$ cat config.mk
export PLATFORM = sky130hd
export DESIGN_NAME = adcst_top
export DESIGN_NICKNAME = d
export VERILOG_FILES = /design/src/rtl/adcst_pkg.sv /design/src/rtl/adcst_fifo_if.sv /design/src/rtl/adcst_fifo.sv /design/src/rtl/adcst_top.sv
export SDC_FILE = /design/constraint.sdc
export NUM_CORES = 1
export LEC_CHECK = 0
export BUFFER_PORTS_ARGS = -buffer_cell sky130_fd_sc_hd__buf_4
export CORE_UTILIZATION = 30
export CTS_BUF_LIST = sky130_fd_sc_hd__clkbuf_8
export CTS_CLUSTER_SIZE = 24
export DETAILED_ROUTE_END_ITERATION = 8
export PLACE_DENSITY = 0.54
export SYNTH_ARGS = -nofsm -noshare
export SYNTH_HDL_FRONTEND = slang
export SYNTH_SLANG_ARGS = --single-unit
$ cat constraint.sdc
create_clock -name core_clk -period 4.2 [get_ports core_clk]
set_input_delay 0.84 -clock core_clk [delete_from_list [all_inputs] [get_ports core_clk]]
set_output_delay 0.84 -clock core_clk [all_outputs]
set_load 0.02 [all_outputs]
$ cat src/rtl/adcst_pkg.sv
/*
 * Package for the converter serial timing block: timing figures, derived
 * cycle counts, widths and the sequencer states.
 * Assumes a core clock of 25 MHz.
 */
package adcst_pkg;
	localparam int CLK_MHZ = 25;
	localparam int RESULT_W = 16;
	localparam int CFG_W = 14;
	localparam int FIFO_DEPTH = 16;
	// Conversion time limits in nanoseconds, high and low supply range.
	localparam int CONV_HI_NS = 2200;
	localparam int CONV_LO_NS = 3200;
	// Longest times round down to whole cycles.
	localparam int CONV_HI_CYC = (CONV_HI_NS * CLK_MHZ) / 1000;
	localparam int CONV_LO_CYC = (CONV_LO_NS * CLK_MHZ) / 1000;
	// Worst-case cycles from a pin rise to the sequencer's start.
	localparam int SYNC_CYC = 4;
	// Last counter value of a conversion. The synchroniser's delay is taken
	// off, so the slot closes within the limit as seen from the pin.
	localparam int CONV_HI_LIM = CONV_HI_CYC - 1 - SYNC_CYC;
	localparam int CONV_LO_LIM = CONV_LO_CYC - 1 - SYNC_CYC;
	localparam int CNT_W = 8;
	localparam logic [3:0] BIT_IDX_RST = 4'hf;
	localparam logic [CNT_W-1:0] CNT_RST = 8'h00;
	typedef enum logic [1:0] {
		ADCST_IDLE,
		ADCST_CONV,
		ADCST_DONE
	} adcst_state_t;
endpackage

$ cat src/rtl/adcst_fifo_if.sv
/*
 * Interface carrying the write and read sides of the sample FIFO.
 * Assumes both sides sit on the core clock.
 */
`timescale 1ns/1ps
`default_nettype none
interface adcst_fifo_if;
	logic [15:0] wr_data;
	logic wr_valid;
	logic wr_ready;
	logic [15:0] rd_data;
	logic rd_valid;
	logic rd_ready;
	modport fifo (input wr_data, input wr_valid, output wr_ready,
		output rd_data, output rd_valid, input rd_ready);
	modport user (output wr_data, output wr_valid, input wr_ready,
		input rd_data, input rd_valid, output rd_ready);
endinterface
`default_nettype wire

$ cat src/rtl/adcst_fifo.sv
/*
 * Synchronous FIFO with valid and ready on both sides.
 * Assumes a single clock and an active-low asynchronous reset.
 */
`timescale 1ns/1ps
`default_nettype none
module adcst_fifo #(
	parameter int WIDTH = 16,
	parameter int DEPTH = 16
) (
	input wire logic core_clk,
	input wire logic rst_b,
	adcst_fifo_if.fifo port
);
	localparam int AW = $clog2(DEPTH);
	logic [WIDTH-1:0] mem [DEPTH];
	logic [AW-1:0] wp_q;
	logic [AW-1:0] rp_q;
	logic [AW:0] cnt_q;
	logic do_wr;
	logic do_rd;

	assign port.wr_ready = (cnt_q != (AW+1)'(DEPTH));
	assign port.rd_valid = (cnt_q != '0);
	assign port.rd_data = mem[rp_q];
	assign do_wr = port.wr_valid && port.wr_ready;
	assign do_rd = port.rd_valid && port.rd_ready;

	always_ff @(posedge core_clk)
	begin
		if (do_wr)
			mem[wp_q] <= port.wr_data;
	end

	always_ff @(posedge core_clk or negedge rst_b)
	begin
		if (!rst_b)
		begin
			wp_q <= '0;
			rp_q <= '0;
			cnt_q <= '0;
		end
		else
		begin
			if (do_wr)
				wp_q <= wp_q + 1'b1;
			if (do_rd)
				rp_q <= rp_q + 1'b1;
			if (do_wr && !do_rd)
				cnt_q <= cnt_q + 1'b1;
			else if (do_rd && !do_wr)
				cnt_q <= cnt_q - 1'b1;
		end
	end
endmodule // adcst_fifo
`default_nettype wire

$ cat src/rtl/adcst_top.sv
/*
 * Conversion sequencer and serial port of a 16-bit sampling converter.
 * Assumes conversion_start, serial clock and serial data input come from
 * pins outside the core clock domain; the converted samples arrive on a
 * plain sample port from the analogue side and wait in a FIFO.
 */
`timescale 1ns/1ps
`default_nettype none
// How it works
// RL1: Result ready within conversion time limit.
// RL2: Host keeps transfers during conversion short.
// RL3: Top bit driven when conversion_start falls; the code drives it only when no conversion is running.
// RL4: Next bit shifted on serial clock fall.
// RL5: Configuration bits captured on serial rise.
// RL6: Output released on start high or end.
// RL7: Host waits before first serial rise.
// RL8: Sixteen-bit binary or twos complement result; the code passes the sample unchanged in both modes.
// RL9: Result readable right after conversion ends.
// RL10: Host gives sixteen clocks per read.
module adcst_top (
	input wire logic core_clk,
	input wire logic rst_b,
	input wire logic conversion_start,
	input wire logic serial_clk,
	input wire logic serial_data_in,
	input wire logic low_supply,
	input wire logic bipolar_mode,
	input wire logic [15:0] sample_data,
	input wire logic sample_valid,
	output logic sample_ready,
	output logic serial_result_out,
	output logic serial_result_oe,
	output logic [13:0] config_word,
	output logic config_valid,
	output logic conv_busy
);
	// ------------------------------------------------------------
	// Pin synchronisers
	// ------------------------------------------------------------
	logic [2:0] cnv_s_q;
	logic [2:0] sck_s_q;
	logic [2:0] din_s_q;
	logic cnv_lvl_q;
	logic sck_lvl_q;
	logic cnv_rise;
	logic cnv_fall;
	logic sck_rise;
	logic sck_fall;

	always_ff @(posedge core_clk or negedge rst_b)
	begin
		if (!rst_b)
		begin
			cnv_s_q <= 3'h0;
			sck_s_q <= 3'h0;
			din_s_q <= 3'h0;
		end
		else
		begin
			cnv_s_q <= {cnv_s_q[1:0], conversion_start};
			sck_s_q <= {sck_s_q[1:0], serial_clk};
			din_s_q <= {din_s_q[1:0], serial_data_in};
		end
	end

	// A level counts only once stages two and three agree.
	always_ff @(posedge core_clk or negedge rst_b)
	begin
		if (!rst_b)
		begin
			cnv_lvl_q <= 1'b0;
			sck_lvl_q <= 1'b0;
		end
		else
		begin
			if (cnv_s_q[1] == cnv_s_q[2])
				cnv_lvl_q <= cnv_s_q[2];
			if (sck_s_q[1] == sck_s_q[2])
				sck_lvl_q <= sck_s_q[2];
		end
	end

	assign cnv_rise = (cnv_s_q[1] == cnv_s_q[2]) && cnv_s_q[2] && !cnv_lvl_q;
	assign cnv_fall = (cnv_s_q[1] == cnv_s_q[2]) && !cnv_s_q[2] && cnv_lvl_q;
	assign sck_rise = (sck_s_q[1] == sck_s_q[2]) && sck_s_q[2] && !sck_lvl_q;
	assign sck_fall = (sck_s_q[1] == sck_s_q[2]) && !sck_s_q[2] && sck_lvl_q;

	// ------------------------------------------------------------
	// Sample FIFO
	// ------------------------------------------------------------
	adcst_fifo_if fif ();
	adcst_fifo #(
		.WIDTH(adcst_pkg::RESULT_W),
		.DEPTH(adcst_pkg::FIFO_DEPTH)
	) u_fifo (
		.core_clk(core_clk),
		.rst_b(rst_b),
		.port(fif)
	);
	assign fif.wr_data = sample_data;
	assign fif.wr_valid = sample_valid;
	assign sample_ready = fif.wr_ready;

	// ------------------------------------------------------------
	// Conversion sequencer
	// ------------------------------------------------------------
	adcst_pkg::adcst_state_t state_q;
	logic [adcst_pkg::CNT_W-1:0] conv_cnt_q;
	logic [adcst_pkg::CNT_W-1:0] conv_lim;
	logic [15:0] result_q;
	logic take;

	assign conv_lim = low_supply ?
		adcst_pkg::CNT_W'(adcst_pkg::CONV_LO_LIM) :
		adcst_pkg::CNT_W'(adcst_pkg::CONV_HI_LIM);
	// The result is taken in the first conversion cycle with a sample waiting,
	// which ends the conversion; a late sample is taken if it shows up before the time limit.
	assign take = (state_q == adcst_pkg::ADCST_CONV) && fif.rd_valid; // RL9
	assign fif.rd_ready = take;
	assign conv_busy = (state_q == adcst_pkg::ADCST_CONV);

	always_ff @(posedge core_clk or negedge rst_b)
	begin
		if (!rst_b)
		begin
			state_q <= adcst_pkg::ADCST_IDLE;
			conv_cnt_q <= adcst_pkg::CNT_RST;
		end
		else
		begin
			case (state_q)
				adcst_pkg::ADCST_IDLE:
				begin
					conv_cnt_q <= adcst_pkg::CNT_RST;
					if (cnv_rise)
						state_q <= adcst_pkg::ADCST_CONV;
				end
				adcst_pkg::ADCST_CONV:
				begin
					conv_cnt_q <= conv_cnt_q + 1'b1;
					// Without a sample the old result stays; the slot closes on time.
					if (take || conv_cnt_q >= conv_lim) // RL1
						state_q <= adcst_pkg::ADCST_DONE;
				end
				adcst_pkg::ADCST_DONE:
				begin
					if (cnv_rise)
						state_q <= adcst_pkg::ADCST_CONV;
					conv_cnt_q <= adcst_pkg::CNT_RST;
				end
				default:
					state_q <= adcst_pkg::ADCST_IDLE;
			endcase
		end
	end

	// Bipolar and unipolar modes both pass the FIFO sample through unchanged.
	always_ff @(posedge core_clk or negedge rst_b)
	begin
		if (!rst_b)
			result_q <= 16'h0000;
		else if (take)
			result_q <= bipolar_mode ? fif.rd_data :
				{fif.rd_data[15], fif.rd_data[14:0]}; // RL8
	end

	// ------------------------------------------------------------
	// Serial shifter
	// ------------------------------------------------------------
	logic [15:0] shift_q;
	logic [3:0] bit_idx_q;
	logic oe_q;
	logic out_q;
	logic [13:0] cfg_sh_q;
	logic [3:0] cfg_cnt_q;
	logic [13:0] cfg_q;
	logic cfg_v_q;

	always_ff @(posedge core_clk or negedge rst_b)
	begin
		if (!rst_b)
		begin
			shift_q <= 16'h0000;
			bit_idx_q <= adcst_pkg::BIT_IDX_RST;
			oe_q <= 1'b0;
			out_q <= 1'b0;
		end
		else if (cnv_rise)
		begin
			oe_q <= 1'b0; // RL6
			bit_idx_q <= adcst_pkg::BIT_IDX_RST;
		end
		else if (cnv_fall && state_q != adcst_pkg::ADCST_CONV)
		begin
			shift_q <= result_q;
			out_q <= result_q[15]; // RL3
			oe_q <= 1'b1;
			bit_idx_q <= adcst_pkg::BIT_IDX_RST;
		end
		else if (sck_fall && oe_q)
		begin
			if (bit_idx_q == 4'h0)
				oe_q <= 1'b0; // RL6
			else
			begin
				out_q <= shift_q[bit_idx_q - 4'h1]; // RL4
				bit_idx_q <= bit_idx_q - 4'h1;
			end
		end
	end

	assign serial_result_out = out_q;
	assign serial_result_oe = oe_q;

	// Configuration shift-in; a frame opens on conversion_start falling.
	always_ff @(posedge core_clk or negedge rst_b)
	begin
		if (!rst_b)
		begin
			cfg_sh_q <= 14'h0000;
			cfg_cnt_q <= 4'h0;
			cfg_q <= 14'h0000;
			cfg_v_q <= 1'b0;
		end
		else
		begin
			cfg_v_q <= 1'b0;
			if (cnv_fall)
				cfg_cnt_q <= 4'h0;
			else if (sck_rise && !cnv_lvl_q && cfg_cnt_q != 4'he)
			begin
				cfg_sh_q <= {cfg_sh_q[12:0], din_s_q[2]}; // RL5
				cfg_cnt_q <= cfg_cnt_q + 4'h1;
				if (cfg_cnt_q == 4'hd)
				begin
					cfg_q <= {cfg_sh_q[12:0], din_s_q[2]};
					cfg_v_q <= 1'b1;
				end
			end
		end
	end

	assign config_word = cfg_q;
	assign config_valid = cfg_v_q;
endmodule // adcst_top
`default_nettype wire

Word-level counts from Yosys, hierarchy flattened
Memories as Yosys holds them, arrays and structs flattened. A register that Yosys moved wholly into a read port is not among the register bits.
Index checks and enable logic that the tools add are counted.
{"block": "totals", "ff_bits": 88, "mem_bits_rw": 256, "input_bits": 24, "out_inout_bits": 19, "elab_cells": 111, "n_memories": 1}
{"memory": "u_fifo.mem", "words": 16, "word_bits": 16, "rd": 1, "rd_clocked_by_memory_dff": 1, "write_ports": 1, "line_no": "adcst_fifo.sv:16", "rtl": "logic [WIDTH-1:0] mem [DEPTH];"}
{"block": "op_classes", "add_sub_neg": 7, "order_cmp": 2, "n_eq_ne": 12, "mux": 27, "bitwise": 2, "reduce_logical": 42}
{"operator": "two-way mux 4 bit", "n": 6}
{"operator": "logical AND 1 bit", "n": 17}
{"operator": "case mux 8 bit (2 select lines)", "n": 1}
{"operator": "two-way mux 1 bit", "n": 13}
{"operator": "adder 4 x 1 -> 4 bit (second input constant)", "n": 3}
{"operator": "two-way mux 5 bit", "n": 2}
{"operator": "AND reduction 2 bit", "n": 5}
{"operator": "adder 8 x 1 -> 8 bit (second input constant)", "n": 1}
{"operator": "greater-or-equal comparator 8 x 7 -> 1 bit", "n": 1}
{"operator": "nonzero test 2 bit", "n": 4}
{"operator": "logical NOT 1 bit", "n": 7}
{"operator": "two-way mux 7 bit", "n": 1}
{"operator": "inequality test 2 x 1 -> 1 bit (second input constant)", "n": 3}
{"operator": "AND reduction 3 bit", "n": 2}
{"operator": "nonzero test 3 bit", "n": 2}
{"operator": "adder 5 x 1 -> 5 bit (second input constant)", "n": 1}
{"operator": "< comparator 4 x 5 -> 1 bit (second input constant)", "n": 1}
{"operator": "inequality test 5 bit (second input constant)", "n": 1}
{"operator": "nonzero test 5 bit", "n": 1}
{"operator": "subtractor 5 x 1 -> 5 bit (second input constant)", "n": 1}
{"operator": "binary-select mux 1 bit (select 4 bit)", "n": 1}
{"operator": "equality test 4 bit (second input constant)", "n": 1}
{"operator": "logical NOT 4 bit", "n": 1}
{"operator": "two-way mux 2 bit", "n": 2}
{"operator": "12 further kinds", "n": 14}

Logic depth before layout (Yosys ltp)
{"block": "logic_depth", "ltp_word": 7, "depth_mapped": 13, "mapped_depth_nobuf": 12}

Hierarchy
Synthesis repeated with hierarchy kept, for this count alone.
{"block": "unflattened", "cells_unflattened": 854, "area_unflattened_um2": 14750.4}
{"module": "adcst_fifo", "n_inst": 1, "cells_per_inst": 548, "area_each_um2": 10871.7}
{"module": "adcst_top", "n_inst": 1, "cells_per_inst": 306, "area_each_um2": 3878.7}

Least setup slack after synthesis
No wires, ideal clock.
{"block": "synth_timing", "kind": "register -> register", "start": "reg u_fifo.cnt_q[1]", "end": "reg u_fifo.cnt_q[4]", "setup_time_ps": 125, "arrival_ps": 2825, "path_slack_ps": 1250, "path_stages_with_launch": 14, "n_path_buf": 1, "synth_period_minus_slack_ps": 2950, "path_cell_list": "dfrtp_1 -> or3_4 -> nor3_1 -> nor2_1 -> clkinv_1 -> buf_4 -> ha_1 -> inv_1 -> fa_1 -> a21o_1 -> a21oi_1 -> xnor2_1 -> nor2_1 -> xor2_1"}
{"block": "synth_via", "elab_chain_len": 6}
{"element": "start, declared", "line_no": "adcst_fifo.sv:19", "rtl": "logic [AW:0] cnt_q;"}
{"element": "start signal, assigned", "line_no": "adcst_fifo.sv:50", "rtl": "cnt_q <= cnt_q + 1'b1;"}
{"element": "start signal, assigned", "line_no": "adcst_fifo.sv:52", "rtl": "cnt_q <= cnt_q - 1'b1;"}
{"element": "branches (longest 6 deep; another with subtractor 5 x 1 -> 5 bit)"}
Parallel ways; which one is timed is not known. The select of a mux whose other input is x is not followed.
A chain may end at the register's enable or synchronous reset.

Final worst setup path
Ends and elaborated chain as after synthesis.

==> flow_summary_export.csv <==
group,metric,value,unit
power_and_ir_drop,p_leak,6.14,nW
power_and_ir_drop,power_frac_seq,0.478,
final_layout,areaGrowthSynthToFinish,15.9,%
power_and_ir_drop,p_sw,2.95,mW
worst_setup_path,r2r_end,"u_fifo.cnt_q[4]$_DFFE_PN0P_",
timing,final-max-slew-violation-count,0,
worst_setup_path,critPathBufInv,2,
timing,finalClockSkew,0.0378,ns
worst_setup_path,reg2regPathDepth,12,
floorplan,ios,43,
power_and_ir_drop,swShare,0.296,
yosys,synth_top_area_share,0.539,
worst_setup_path,worstPathArrival,3.45,ns
detailed_routing,ant_nets,0,
worst_setup_path,cp_top_family,"simple AND/OR/NAND/NOR gates",
floorplan,fp-row-count,79,
detailed_routing,via_per_inst,4.62,
timing,max_slew.worst_pin.slew,0.898,ns
worst_setup_path,critPathCaptureType,"register",
detailed_routing,dr.pass1.iters,7,
yosys,netlist-cell-type-count,45,
worst_setup_path,cp_max_fo,5,
floorplan,coreArea,46800,sq um
detailed_routing,wl_per_cell,19.3,microns
clocking,numCtsBuffers,58,
timing,min_period,2.96,ns
clocking,postCtsHoldBufs,0,
placed_design,gp_congestion,0.687,
final_layout,drive_gt1_frac,0.289,
clocking,cts_setup_buffers,0,
worst_setup_path,cp_slowest_cell,"fa_1",
worst_setup_path,reg2reg_from,"u_fifo.cnt_q[1]$_DFFE_PN0P_",
worst_setup_path,path_cells,"or3_4, nor3_1, nor2_1, clkinv_1, ha_1, inv_1, fa_1, a21o_1, a21oi_1, xnor2_1, nor2_1, xor2_1",
global_routing,grt_pass1_vias,7508,
yosys,yosys_warnings,0,
clocking,tritoncts_num_sinks,360,
timing,hold_violations,0,
worst_hold_path,hp-class,"input port to async pin",
worst_setup_path,cp-start-kind,"register",
outcome,status,"finished, violations left",
worst_setup_path,path_common_cell,"nor2_1",
worst_setup_path,cpPeakStageDelay,0.48,ns
detailed_routing,drtIter0Drc,484,
timing,slew_headroom,0.402,
detailed_routing,wl,29400,microns
outcome,failed_checks,"design-rule violations",
placed_design,place_area,15400,sq um
floorplan,die_y,220,microns
timing,fmax,0.337,GHz
global_routing,gr-usage-all-layers,0.126,
final_layout,antenna_cells,0,
yosys,ys.flop_type,"edfxtp_1",
final_layout,nFillCells,4450,
power_and_ir_drop,vdd_ir_drop_max,0.000247,V
power_and_ir_drop,cellPowerDensity,604,nW/um^2
clocking,cts_root_buffer,"clkbuf_8",
final_layout,final_util,0.354,
power_and_ir_drop,comb_power_share,0.234,
global_routing,grt_pass1_wl,45200,microns
placed_design,dp_slack,1.18,ns
timing,setup-violations-final,0,
floorplan,dieArea,48400,sq um
yosys,syn_avg_cell_area,18.2,sq um
job,max_cap_violations,0,
timing,fin_crit_sh,0.706,
yosys,mappedNetlistNets,831,
clocking,clkTransAtPathRegs,0.06,ns
worst_setup_path,rrSetupSlack,1.24,ns
global_routing,grt_max_degree,57,
clocking,cts_resized,0,
timing,rsz0062_at_grt,"false",
yosys,syn_area,14300,sq um
detailed_routing,vias,7047,
global_routing,antenna_found_initial,0,
detailed_routing,drc,5,
yosys,synth_commonest_cells,"edfxtp_1, dfrtp_1, nand2_1",
worst_setup_path,path_class,"register to register",
yosys,synth-edff-count,256,
yosys,yosysMostFrequentCell,"edfxtp_1",
timing,finalSetupTns,0,ns
global_routing,grt_overflow,0,
yosys,synth-seq-cells,360,
yosys,seq_area_frac_synth,0.722,
placed_design,hpwl,17100,microns
clocking,clk_latency,0.63,ns
clocking,htreeDepth,2,
clocking,tritoncts,"done",
final_layout,nets,921,
power_and_ir_drop,pwr-share-clk,0.289,
worst_setup_path,cp_data_required_time,4.69,ns
yosys,async_reset_ff_frac,0.289,
yosys,syn_inst,783,
floorplan,initial_core_util,0.305,
final_layout,fin_area,16500,sq um
timing,setup_ws,1.24,ns
placed_design,port_buffers,41,
yosys,ys_top_cells_by_area,"edfxtp_1, dfrtp_1, mux4_2",
power_and_ir_drop,p_int,7.03,mW
floorplan,die_w,220,microns
clocking,cts_buffer_depth,3,
yosys,yosysTopAreaCell,"edfxtp_1",
-- power by group through the flow --
stage | clock (mW) | sequential [mW] | combinational (mW)
after floorplan | 0 | 4.59 | 1.85
after global placement | 0 | 4.83 | 2.36
after detailed placement | 0 | 4.85 | 2.39
after CTS | 2.97 | 4.78 | 2.40
after global routing | 3.12 | 4.85 | 2.55
final | 2.88 | 4.77 | 2.33
-- registers in the layout (all words and copies together), names as in the netlist, 2 cells and up --
name / count
bit_idx_q: 4
cfg_cnt_q: 4
cfg_sh_q: 13
cnv_s_q: 3
config_word: 14
conv_cnt_q: 8
din_s_q: 3
result_q: 16
sck_s_q: 3
shift_q: 16
state_q: 2
u_fifo.cnt_q: 5
u_fifo.mem: 256
u_fifo.rp_q: 4
u_fifo.wp_q: 4
-- metal layers --
metal,up-vias,GRT usage,wire [microns],part of all wire
met4,0,0.0359,563,0.019
met3,47,0.0242,1290,0.044
met5,-,0,0,0
met2,134,0.204,14000,0.48
met1,3647,0.171,13500,0.46
li1,3219,-,-,-
-- cells by family (layout without fill, tap and decap cells) --
kind of cell,Yosys count,count (layout),synth area share
compound gates,42,42,0.0209
xor+xnor,23,23,0.0141
fa+ha+maj,24,24,0.0216
buf+inv,51,185,0.0160
flops,360,360,0.722
mux,135,135,0.157
simple gates,148,148,0.0488
-- worst reg2reg max path: cells and delay by family, from the launching register on --
family                     cells  cell delay (ns)
xor gates and xnor gates       2             0.28
buffers and inverters          2             0.20
and+or+nand+nor                4             0.91
adders and majority gates      2             0.66
AOI/OAI and AO/OA              2             0.37
DFF                            1             0.42
-- cell usage in the layout, fill, tap and decap left out, drive strengths merged, types with 2 or more instances in the layout --
cell type,instances
mux4,68
and2,7
or3,2
nand3,9
bufinv,2
nand4,6
o221ai,16
dfstp,4
dfrtp,100
inv,45
a21oi,6
nor3,10
o21ai,11
nor2,19
xnor2,15
nand2b,6
mux2,31
and3,2
a21o,3
nand4b,2
mux2i,36
ha,23
nand2,79
buf,65
clkbuf,63
xor2,8
clkinv,9
nor2b,4
edfxtp,256
-- cell type report --
type | count | area, sq um | area share
inverters | 16 | 60.1 | 0.00363
clock inverters | 41 | 246 | 0.0149
well taps | 607 | 759 | 0.0459
repair buffers | 65 | 513 | 0.0310
flip-flops and latches | 360 | 10300 | 0.623
multi-input cells | 372 | 3790 | 0.229
clock buffers | 63 | 867 | 0.0524
-- stage by stage --
stage	power, mW	cells	hold WS (ns)
2_1_floorplan	6.45	783	0.331
3_3_place_gp	7.19	1420	0.335
6_report	9.99	1524	0.305
3_5_place_dp	7.24	1420	0.336
5_1_grt	10.5	1524	0.299
4_1_cts	10.1	1524	0.288
-- worst max-delay path by stage --
stage,from,end,slack (ns),cells after the start
after floorplan,u_fifo.cnt_q[1]$_DFFE_PN0P_,u_fifo.cnt_q[4]$_DFFE_PN0P_,1.25,13
after global placement,u_fifo.cnt_q[1]$_DFFE_PN0P_,u_fifo.cnt_q[4]$_DFFE_PN0P_,1.22,12
after detailed placement,u_fifo.cnt_q[1]$_DFFE_PN0P_,u_fifo.cnt_q[4]$_DFFE_PN0P_,1.18,12
after CTS,u_fifo.cnt_q[1]$_DFFE_PN0P_,u_fifo.cnt_q[4]$_DFFE_PN0P_,1.17,12
after global routing,u_fifo.cnt_q[1]$_DFFE_PN0P_,u_fifo.cnt_q[4]$_DFFE_PN0P_,1.01,12
final,u_fifo.cnt_q[1]$_DFFE_PN0P_,u_fifo.cnt_q[4]$_DFFE_PN0P_,1.24,12
Power figures use the tool's default switching activity.
